===== config.mk =====
export PLATFORM = sky130hd
export DESIGN_NAME = ccr_readout
export DESIGN_NICKNAME = d
export VERILOG_FILES = /design/src/hw/ccr_pkg.sv /design/src/hw/ccr_readout.sv /design/src/hw/ccr_alarm_timer.sv
export SDC_FILE = /design/constraint.sdc
export NUM_CORES = 1
export LEC_CHECK = 0
export ABC_AREA = 1
export BUFFER_PORTS_ARGS = -buffer_cell sky130_fd_sc_hd__clkbuf_2
export CAP_MARGIN = 25
export CORE_UTILIZATION = 50
export DETAILED_ROUTE_END_ITERATION = 16
export PLACE_DENSITY_LB_ADDON = 0.1
export SLEW_MARGIN = 20
export SYNTH_ARGS = -nofsm -noshare
export SYNTH_HDL_FRONTEND = slang
export SYNTH_SLANG_ARGS = --single-unit

===== constraint.sdc =====
create_clock -name clk_in -period 20.2 [get_ports clk_in]
set_clock_uncertainty 0.2 [all_clocks]
set_input_delay 2.02 -clock clk_in [delete_from_list [all_inputs] [get_ports clk_in]]
set_output_delay 2.02 -clock clk_in [all_outputs]
set_load 0.02 [all_outputs]

===== src/hw/ccr_pkg.sv =====
package ccr_pkg;

	// Mode select codes for off and the auto-range constant-current modes.
	localparam logic [7:0] MODE_OFF = 8'h00;
	localparam logic [7:0] MODE_COMP = 8'h0A;
	localparam logic [7:0] MODE_MON = 8'h0B;

	// Process output codes with readout, alarm and halt behaviour.
	localparam logic [7:0] PO_READ = 8'h0C;
	localparam logic [7:0] PO_ALARM = 8'h0D;
	localparam logic [7:0] PO_HALT = 8'h0E;
	localparam logic [7:0] PO_WIN_LO = 8'h16;
	localparam logic [7:0] PO_WIN_HI = 8'h1B;

	// Range value 00.99 in hundredths selects percent scheduling.
	localparam logic [15:0] RANGE_PCT = 16'h0063;
	localparam logic [15:0] LIMIT_NONE = 16'h0000;
	// Divisor giving the ten percent default window.
	localparam logic [15:0] WIN_DIV = 16'h000A;

	// Firing percent limits and start value for compensation.
	localparam logic [7:0] FIRE_MIN = 8'h14;
	localparam logic [7:0] FIRE_MAX = 8'h63;
	localparam logic [7:0] FIRE_START = 8'h4B;

	// Count index of the last of the four weld cycles recorded by the learning setup.
	localparam logic [2:0] LEARN_LAST = 3'h3;

	// Alarm duration, counted in mains cycles.
	localparam int ALARM_MS = 500;
	localparam int MAINS_HZ = 60;
	localparam int ALARM_CYCLES = ALARM_MS * MAINS_HZ / 1000;

	// What the data display shows.
	typedef enum logic [2:0] {
		SHOW_BLANK = 3'b000,
		SHOW_CUR = 3'b001,
		SHOW_PHASE = 3'b011,
		SHOW_TAP_UP = 3'b010,
		SHOW_TAP_DN = 3'b110,
		SHOW_OVER = 3'b111,
		SHOW_UNDER = 3'b101
	} ccr_show_t;

	// Limit-edit prompt on the schedule display.
	typedef enum logic [1:0] {
		PR_NONE = 2'b00,
		PR_LOWER = 2'b01,
		PR_UPPER = 2'b11
	} ccr_prompt_t;

	// Front-panel buttons, one-cycle presses.
	typedef struct packed {
		logic units;
		logic tens;
		logic right;
		logic enter;
		logic other;
	} ccr_btn_t;

	// End-of-sequence measurement from the current sensor side.
	typedef struct packed {
		logic [15:0] cur;
		logic [7:0] phase;
		logic too_low;
		logic too_high;
	} ccr_meas_t;

	// Whole state of the readout block.
	typedef struct packed {
		logic [7:0] firing;
		ccr_show_t show;
		logic flash;
		logic fault;
		logic pct_sel;
		logic tap_up;
		logic tap_dn;
		logic over;
		logic under;
		logic learn;
		logic [15:0] hold_cur;
		logic [7:0] hold_phase;
		ccr_prompt_t prompt;
		logic [15:0] lo_lim;
		logic [15:0] hi_lim;
		logic [15:0] gain;
		logic [15:0] learn_max;
		logic [2:0] learn_cnt;
	} ccr_state_t;

	localparam ccr_state_t ST_RESET = '{firing: FIRE_START,
		show: SHOW_BLANK, prompt: PR_NONE, default: '0};

	// Alarm timer state.
	typedef struct packed {
		logic on;
		logic [7:0] cnt;
	} ccr_alarm_t;

	localparam ccr_alarm_t AL_RESET = '{default: '0};

endpackage : ccr_pkg


===== src/hw/ccr_readout.sv =====
// Function
// - Mode select 10 runs compensation, firing steered to track scheduled current.
// - Range 00.99 schedules in percent; in mode 10 any other range means kA maximum and kA schedule.
// - Monitoring measures and shows current, no correction, schedule taken as percent.
// - Percent selected before initiation shows measured current at sequence end.
// - Units button shows phase percent, tens shows kA, other buttons clear.
// - Toggling allowed only while an end-of-weld current result is shown.
// - Output too low at end in mode 10 sets tap raise indicator; toggling stays available.
// - Too much current at end in mode 10 sets tap lower indicator; toggling stays available.
// - Output code 12 in constant-current mode shows the end result even without percent select.
// - Window monitored: show current if inside, else flash under or over flag.
// - Code 13 also pulses the third valve for 30 mains cycles on violation.
// - Code 14 shows flag steadily, halts repeat, refuses initiations during fault.
// - Any front-panel press clears a latched limit fault and re-enables initiation.
// - Zero stored limits give default window of scheduled current plus/minus ten percent.
// - Default window for codes 12-14 and 22-27 is ten percent.
// - Program mode right button prompts lower then upper limit; enter stores value.
// - Learning setup records several weld readings and sets amplifier gain.
// - Mode select zero fires at scheduled percent without correction.
`timescale 1ns/1ps
`default_nettype none
module ccr_readout import ccr_pkg::*; (
	input wire logic clk_in,
	input wire logic rst_in,
	input wire logic [7:0] mode_sel_in,
	input wire logic [15:0] range_value_in,
	input wire logic [15:0] sched_current_in,
	input wire logic [7:0] proc_code_in,
	input wire logic percent_selected_in,
	input wire logic program_mode_in,
	input wire ccr_btn_t btn_in,
	input wire logic [15:0] data_value_in,
	input wire logic init_in,
	input wire logic seq_end_in,
	input wire ccr_meas_t meas_in,
	input wire logic mains_cycle_in,
	input wire logic learn_start_in,
	output logic init_accept_out,
	output logic halt_repeat_out,
	output logic [7:0] firing_pct_out,
	output logic units_ka_out,
	output ccr_show_t disp_kind_out,
	output logic [15:0] disp_value_out,
	output logic disp_flash_out,
	output logic tap_raise_indicator_out,
	output logic tap_lower_indicator_out,
	output logic under_limit_flag_out,
	output logic over_limit_flag_out,
	output logic valve3_out,
	output ccr_prompt_t limit_prompt_out,
	output logic [15:0] amp_gain_out,
	output logic learning_out
);

	ccr_state_t s;
	ccr_state_t next_s;
	logic alarm_start;
	logic comp_mode;
	logic cc_mode;
	logic forced;
	logic window_on;
	logic show_result;
	logic use_default;
	logic [15:0] tenth;
	logic [15:0] win_lo;
	logic [16:0] win_hi;
	logic viol_hi;
	logic viol_lo;
	logic any_btn;
	logic toggle_ok;
	logic weld_end;

	// Mode decoding shared by the readout, window and firing logic.
	assign comp_mode = mode_sel_in == MODE_COMP;
	assign cc_mode = comp_mode || mode_sel_in == MODE_MON;
	assign forced = cc_mode && proc_code_in >= PO_READ &&
		proc_code_in <= PO_HALT;
	assign window_on = forced || (cc_mode && proc_code_in >= PO_WIN_LO &&
		proc_code_in <= PO_WIN_HI);
	assign show_result = forced || s.pct_sel;
	assign weld_end = seq_end_in && !s.learn;

	// A zero in either stored limit falls back to the ten percent window.
	assign use_default = s.lo_lim == LIMIT_NONE ||
		s.hi_lim == LIMIT_NONE;
	assign tenth = sched_current_in / WIN_DIV;
	assign win_lo = use_default ? sched_current_in - tenth : s.lo_lim;
	assign win_hi = use_default ? {1'b0, sched_current_in} + {1'b0, tenth} :
		{1'b0, s.hi_lim};
	assign viol_hi = window_on && {1'b0, meas_in.cur} > win_hi;
	assign viol_lo = window_on && meas_in.cur < win_lo;

	// Units and tens only toggle the readout while a current result is up.
	assign any_btn = |btn_in;
	assign toggle_ok = s.show == SHOW_CUR || s.show == SHOW_PHASE ||
		s.show == SHOW_TAP_UP || s.show == SHOW_TAP_DN;

	// Next-state logic; sequence-end events are applied last so that a
	// fault raised in the same cycle as a clearing press is not lost.
	always_comb begin
		next_s = s;
		alarm_start = 1'b0;

		// Any press clears a latched limit fault.
		if (any_btn) begin
			next_s.fault = 1'b0;
			next_s.over = 1'b0;
			next_s.under = 1'b0;
		end

		// Readout buttons in operate mode.
		if (!program_mode_in && any_btn) begin
			if (btn_in.units && toggle_ok) begin
				next_s.show = SHOW_PHASE;
			end else if (btn_in.tens && toggle_ok) begin
				next_s.show = SHOW_CUR;
			end else begin
				next_s.show = SHOW_BLANK;
				next_s.flash = 1'b0;
				next_s.tap_up = 1'b0;
				next_s.tap_dn = 1'b0;
			end
		end

		// Limit editing in program mode.
		if (!program_mode_in) begin
			next_s.prompt = PR_NONE;
		end else begin
			if (btn_in.right) begin
				unique case (s.prompt)
					PR_NONE: begin
						if (percent_selected_in) begin
							next_s.prompt = PR_LOWER;
						end
					end
					PR_LOWER: begin
						next_s.prompt = PR_UPPER;
					end
					PR_UPPER: begin
						next_s.prompt = PR_NONE;
					end
					default: begin
						next_s.prompt = PR_NONE;
					end
				endcase
			end
			if (btn_in.enter && s.prompt == PR_LOWER) begin
				next_s.lo_lim = data_value_in;
			end
			if (btn_in.enter && s.prompt == PR_UPPER) begin
				next_s.hi_lim = data_value_in;
			end
		end

		// Learning setup starts on request.
		if (learn_start_in && !s.learn) begin
			next_s.learn = 1'b1;
			next_s.learn_cnt = 3'h0;
			next_s.learn_max = 16'h0000;
		end

		// An accepted initiation drops the previous results.
		if (init_accept_out) begin
			next_s.pct_sel = percent_selected_in;
			next_s.show = SHOW_BLANK;
			next_s.flash = 1'b0;
			next_s.tap_up = 1'b0;
			next_s.tap_dn = 1'b0;
			next_s.over = 1'b0;
			next_s.under = 1'b0;
		end

		// Firing outside compensation is the scheduled percent.
		if (!comp_mode) begin
			next_s.firing = sched_current_in[7:0];
		end

		// Each learning weld records its peak reading.
		if (seq_end_in && s.learn) begin
			if (meas_in.cur > s.learn_max) begin
				next_s.learn_max = meas_in.cur;
			end
			next_s.learn_cnt = s.learn_cnt + 3'h1;
			if (s.learn_cnt == LEARN_LAST) begin
				next_s.learn = 1'b0;
				next_s.gain = meas_in.cur > s.learn_max ?
					meas_in.cur : s.learn_max;
			end
		end

		// End of a weld sequence.
		if (weld_end) begin
			next_s.hold_cur = meas_in.cur;
			next_s.hold_phase = meas_in.phase;
			if (comp_mode) begin
				if (meas_in.cur < sched_current_in && s.firing < FIRE_MAX) begin
					next_s.firing = s.firing + 8'h01;
				end else if (meas_in.cur > sched_current_in &&
					s.firing > FIRE_MIN) begin
					next_s.firing = s.firing - 8'h01;
				end
				next_s.tap_up = meas_in.too_low;
				next_s.tap_dn = meas_in.too_high;
			end
			if (viol_hi || viol_lo) begin
				next_s.show = viol_hi ? SHOW_OVER : SHOW_UNDER;
				next_s.over = viol_hi;
				next_s.under = !viol_hi;
				next_s.flash = proc_code_in != PO_HALT;
				if (proc_code_in == PO_HALT) begin
					next_s.fault = 1'b1;
				end
				if (proc_code_in == PO_ALARM) begin
					alarm_start = 1'b1;
				end
			end else if (show_result) begin
				next_s.flash = 1'b0;
				if (comp_mode && meas_in.too_low) begin
					next_s.show = SHOW_TAP_UP;
				end else if (comp_mode && meas_in.too_high) begin
					next_s.show = SHOW_TAP_DN;
				end else begin
					next_s.show = SHOW_CUR;
				end
			end
		end
	end

	// State register.
	always_ff @(posedge clk_in) begin
		if (rst_in) begin
			s <= ST_RESET;
		end else begin
			s <= next_s;
		end
	end

	// Third valve alarm pulse.
	ccr_alarm_timer u_alarm (
		.clk_in(clk_in),
		.rst_in(rst_in),
		.start_in(alarm_start),
		.mains_cycle_in(mains_cycle_in),
		.valve_out(valve3_out)
	);

	// Outputs; initiation is refused while a halt fault or learning runs.
	assign init_accept_out = init_in && !s.fault && !s.learn;
	assign halt_repeat_out = s.fault;
	assign firing_pct_out = s.firing;
	assign units_ka_out = comp_mode && range_value_in != RANGE_PCT;
	assign disp_kind_out = s.show;
	assign disp_value_out = s.show == SHOW_PHASE ? {8'h00, s.hold_phase} :
		(s.show == SHOW_BLANK ? 16'h0000 : s.hold_cur);
	assign disp_flash_out = s.flash;
	assign tap_raise_indicator_out = s.tap_up;
	assign tap_lower_indicator_out = s.tap_dn;
	assign under_limit_flag_out = s.under;
	assign over_limit_flag_out = s.over;
	assign limit_prompt_out = s.prompt;
	assign amp_gain_out = s.gain;
	assign learning_out = s.learn;

	property p_inhibit;
		@(posedge clk_in) disable iff (rst_in)
		halt_repeat_out |-> !init_accept_out;
	endproperty
	a_inhibit: assert property (p_inhibit)
	else $error("Initiation accepted during limit fault.");

	property p_fault_clear;
		@(posedge clk_in) disable iff (rst_in)
		halt_repeat_out && any_btn && !seq_end_in |=> !halt_repeat_out;
	endproperty
	a_fault_clear: assert property (p_fault_clear)
	else $error("Button press did not clear limit fault.");

	property p_halt_steady;
		@(posedge clk_in) disable iff (rst_in)
		weld_end && viol_hi && proc_code_in == PO_HALT
		|=> halt_repeat_out && over_limit_flag_out && !disp_flash_out;
	endproperty
	a_halt_steady: assert property (p_halt_steady)
	else $error("High fault under code 14 not latched steadily.");

	property p_flash;
		@(posedge clk_in) disable iff (rst_in)
		weld_end && viol_lo && proc_code_in == PO_READ
		|=> under_limit_flag_out && disp_flash_out && !halt_repeat_out;
	endproperty
	a_flash: assert property (p_flash)
	else $error("Low violation not flashed under code 12.");

	property p_default_window;
		@(posedge clk_in) disable iff (rst_in)
		weld_end && forced && use_default &&
		{1'b0, meas_in.cur} > {1'b0, sched_current_in} + {1'b0, tenth}
		|=> over_limit_flag_out;
	endproperty
	a_default_window: assert property (p_default_window)
	else $error("Default ten percent window not applied.");

	property p_forced_readout;
		@(posedge clk_in) disable iff (rst_in)
		weld_end && forced && !viol_hi && !viol_lo &&
		!meas_in.too_low && !meas_in.too_high
		|=> disp_kind_out == SHOW_CUR && disp_value_out == $past(meas_in.cur);
	endproperty
	a_forced_readout: assert property (p_forced_readout)
	else $error("Forced end readout missing.");

	property p_toggle_phase;
		@(posedge clk_in) disable iff (rst_in)
		toggle_ok && btn_in.units && !program_mode_in && !seq_end_in &&
		!init_in
		|=> disp_kind_out == SHOW_PHASE &&
		disp_value_out == {8'h00, s.hold_phase};
	endproperty
	a_toggle_phase: assert property (p_toggle_phase)
	else $error("Units button did not show phase percent.");

	property p_no_toggle;
		@(posedge clk_in) disable iff (rst_in)
		!toggle_ok && any_btn && !program_mode_in && !seq_end_in
		|=> disp_kind_out == SHOW_BLANK;
	endproperty
	a_no_toggle: assert property (p_no_toggle)
	else $error("Toggle allowed with no current result shown.");

	property p_comp_up;
		@(posedge clk_in) disable iff (rst_in)
		weld_end && comp_mode && meas_in.cur < sched_current_in &&
		s.firing < FIRE_MAX
		|=> firing_pct_out == $past(s.firing) + 8'h01;
	endproperty
	a_comp_up: assert property (p_comp_up)
	else $error("Compensation did not raise firing.");

	property p_no_correct;
		@(posedge clk_in) disable iff (rst_in)
		!comp_mode |=> firing_pct_out == $past(sched_current_in[7:0]);
	endproperty
	a_no_correct: assert property (p_no_correct)
	else $error("Firing corrected outside compensation.");

	property p_prompt;
		@(posedge clk_in) disable iff (rst_in)
		program_mode_in && btn_in.right && limit_prompt_out == PR_LOWER
		|=> limit_prompt_out == PR_UPPER;
	endproperty
	a_prompt: assert property (p_prompt)
	else $error("Second right press did not prompt upper limit.");

endmodule : ccr_readout
`default_nettype wire


===== src/hw/ccr_alarm_timer.sv =====
`timescale 1ns/1ps
`default_nettype none
module ccr_alarm_timer import ccr_pkg::*; #(
	parameter logic [7:0] CYCLES = 8'(ALARM_CYCLES)
) (
	input wire logic clk_in,
	input wire logic rst_in,
	input wire logic start_in,
	input wire logic mains_cycle_in,
	output logic valve_out
);

	ccr_alarm_t s;
	ccr_alarm_t next_s;

	// Counts mains cycles, not clock ticks, so the pulse follows line rate.
	always_comb begin
		next_s = s;
		if (start_in) begin
			next_s.on = 1'b1;
			next_s.cnt = CYCLES;
		end else if (s.on && mains_cycle_in) begin
			if (s.cnt == 8'h01) begin
				next_s.on = 1'b0;
				next_s.cnt = 8'h00;
			end else begin
				next_s.cnt = s.cnt - 8'h01;
			end
		end
	end

	// State register.
	always_ff @(posedge clk_in) begin
		if (rst_in) begin
			s <= AL_RESET;
		end else begin
			s <= next_s;
		end
	end

	assign valve_out = s.on;

	property p_alarm_start;
		@(posedge clk_in) disable iff (rst_in)
		start_in |=> valve_out && s.cnt == CYCLES;
	endproperty
	a_alarm_start: assert property (p_alarm_start)
	else $error("Alarm valve did not start with full count.");

	property p_alarm_end;
		@(posedge clk_in) disable iff (rst_in)
		valve_out && !start_in && mains_cycle_in && s.cnt == 8'h01
		|=> !valve_out;
	endproperty
	a_alarm_end: assert property (p_alarm_end)
	else $error("Alarm valve outlasted its mains cycle count.");

	property p_alarm_hold;
		@(posedge clk_in) disable iff (rst_in)
		valve_out && !mains_cycle_in |=> valve_out;
	endproperty
	a_alarm_hold: assert property (p_alarm_hold)
	else $error("Alarm valve dropped between mains cycles.");

endmodule : ccr_alarm_timer
`default_nettype wire


==> qor.txt <==
Fin. max-slew vios -> 0
Detailed placer's ending HPWL -> 20320 µm
Post-CTS Setup Inserts -> 0
Chip height -> 141.6 µm
Synth Area per Inst -> 6.612 µm²
Row count -> 50
FFs w/ async S/R, synth -> 0
Combinational share of power -> 0.629
Remaining Overflow, GRT -> 0
Period utilization -> 0.5201
Seq/Total Area, Yosys -> 0.2487
Cell variety after synth -> 55
Syn. warnings -> 0
CTS Buf Count -> 17
Setup crit end kind -> register
Most frequent cells in the layout -> nand2_1 (236), nor2_1 (232), clkbuf_2 (157), inv_1 (139), o21ai_0 (133)
Post_cts resized -> 0
Antenna diodes -> 0
Port bufs -> 157
Share of post-route cells with drive strength above 1 -> 0.1748
Switch Pwr -> 0.0007043 W
DR vias -> 9959
DIE AREA -> 20040 µm²
Synth Instances -> 1473
Slowest CP cell -> fa_1
Highest clock rate -> 95.18 MHz
Top Ports -> 158
Num Clock Sinks -> 121
Peak supply drop -> 0.0001580 V
Reg power frac -> 0.166
Crit Path Class -> input pin to register
Final Net Count -> 1785
Data arrival time of the worst path -> 10.61 ns
Hold WC Path Type -> register to register
Final WL -> 26940 µm
Largest net degree at the start of global routing -> 79
PD cells -> 136.4 nW/µm²
Clock-pin slew on the worst setup and hold paths -> 0.06 ns
Fin Setup TNS -> 0 ns
DRT Pass-1 Iters -> 5
Fill cell count -> 1883
Worst path buffer plus inverter count -> 9
Max Cap Viol -> 0
Final Util -> 0.5887
Switching Fraction -> 0.4643
Post-synth net total -> 1674
Placed Instance Area -> 10510 µm²
DR WL/cell -> 14.52 µm
H-tree Lvls -> 4
Power consumption -> 0.001517 W
RSZ-0062 raised after global routing -> false
Number of synthesized flops with an enable pin -> 0
Final hold vios -> 0
Share of total power in the clock network -> 0.205
Hold Buf Count CTS -> 0
CTS root buf -> clkbuf_16
Synthesis-stage register bit count -> 121
Top FF cell, synth -> dfxtp_1
Number of global-route vias before repair -> 8997
Max stage delay on crit path -> 0.40 ns
Final setup viols -> 0
Crit-path most repeated cell -> nand2_2
Cell area after layout -> 11120 µm²
Initial Util -> 0.5155
Clk_lat worst skew -> 0.42 ns
Share of the synthesized area in the top cell type -> 0.2487
Mapped cell area -> 9739 µm²
Outcome -> complete, no violations
Worst slew pin tran -> 1.010 ns
Commonest non-fill, non-tap cell in the layout -> nand2_1
Clk buf depth -> 2
Worst EP required -> 20.31 ns
First-pass GRT wire length -> 43490 µm
DRC Markers -> 0
Initial antenna violation count -> 0
Critical path's top delay family -> simple AND/OR/NAND/NOR gates
Leakage -> 5.479 nW
Gr usage total -> 0.2709
Leading area contributor after synthesis -> dfxtp_1
P_int -> 0.0008125 W
CP Max Fanout -> 8
Chip width -> 141.6 µm
Routed Antenna Nets -> 0
CTS tree -> yes
Min cycle time layout -> 10.51 ns
CP Launch Type -> input pin
Slew margin rel. -> 0.3258
Area contributors post-synth -> dfxtp_1 (25%), ha_1 (12%), nand2_1 (9.1%), nor2_1 (8.9%), o21ai_0 (6.8%)
Via density -> 5.366
DRT iter0 DRCs -> 607
Area added between synthesis and finish -> 14.20%
Core ar. -> 18890 µm²
Routability congestion estimate -> 0.8638
flip-flops by register name (all words and copies together) (netlist names):
signal	cells
u_alarm.valve_out	1
over_limit_flag_out	1
under_limit_flag_out	1
disp_flash_out	1
limit_prompt_out	2
learning_out	1
s	76
u_alarm.s	8
tap_raise_indicator_out	1
halt_repeat_out	1
firing_pct_out	8
disp_kind_out	3
amp_gain_out	16
tap_lower_indicator_out	1
per-layer routing:
layer / up-vias / global-route usage / part of all wire
met5: - / 0 / 0
met4: 0 / 0.08885 / 0.024
met3: 38 / 0.03780 / 0.050
met2: 278 / 0.4511 / 0.45
met1: 4526 / 0.3597 / 0.47
li1: 5117 / - / -
stage by stage:
step	hold WS (ns)	worst slack, ns	instances
after floorplan	0.2291	10.49	1473
after global placement	0.2543	9.550	1825
after detailed placement	0.2584	9.296	1825
after CTS	0.2685	9.733	1856
after global routing	0.2822	8.495	1856
final	0.2694	9.693	1856
kinds of logic (layout without fill, tap and decap cells):
group,after synthesis,in the layout,synth area share
AOI/OAI and AO/OA,315,315,0.1822
xor gates and xnor gates,22,22,0.01978
adders and majority gates,98,98,0.1274
buffers and inverters,230,353,0.1016
DFF,121,121,0.2487
muxes,3,3,0.003083
and+or+nand+nor,684,684,0.3172
worst min-delay path, delay by kind of cell, from the launching register on:
family / cells / cell delay (ns)
compound gates: 1 / 0.05
simple gates: 1 / 0.06
flops: 1 / 0.31
worst paths after layout:
| check | startpoint | to | slack [ns] | cells after the start |
|---|---|---|---|---|
| hold / removal | amp_gain_out[3]$_SDFFE_PP0P_ | amp_gain_out[3]$_SDFFE_PP0P_ | 0.27 | 2 |
| hold reg to reg | amp_gain_out[3]$_SDFFE_PP0P_ | amp_gain_out[3]$_SDFFE_PP0P_ | 0.27 | 2 |
| setup reg to reg | s[50]$_SDFFE_PP0P_ | u_alarm.s[0]$_SDFFE_PP0P_ | 15.94 | 20 |
| setup / recovery | sched_current_in[13] | u_alarm.s[0]$_SDFFE_PP0P_ | 9.69 | 76 |
power groups by stage:
stage          logic (W)  registers (W)  clock network, W
5_1_grt          0.00110       0.000252          0.000327
3_5_place_dp    0.000946       0.000257                 0
3_3_place_gp    0.000925       0.000257                 0
6_report        0.000954       0.000252          0.000311
2_1_floorplan   0.000742       0.000255                 0
4_1_cts         0.000951       0.000252          0.000316
layout make-up:
type	instances	area [µm²]	area share
clock buffers	18	439.2	0.03949
clock inverters	13	168.9	0.01519
inverters	158	595.6	0.05355
multi-input cells	1122	6332	0.5694
flip-flops and latches	121	2422	0.2178
well taps	260	325.3	0.02925
repair buffers	164	838.3	0.07537
Yosys cell counts, drive strengths merged (16+ instances only):
cell type / number
nand2: 285
nor2: 232
inv: 157
o21ai: 142
dfxtp: 121
a21oi: 108
nand3: 103
ha: 96
clkbuf: 39
buf: 33
nand4: 19
nor3: 18
xor2: 18
o31ai: 16
Note: power is estimated with default switching activity, not from simulation.
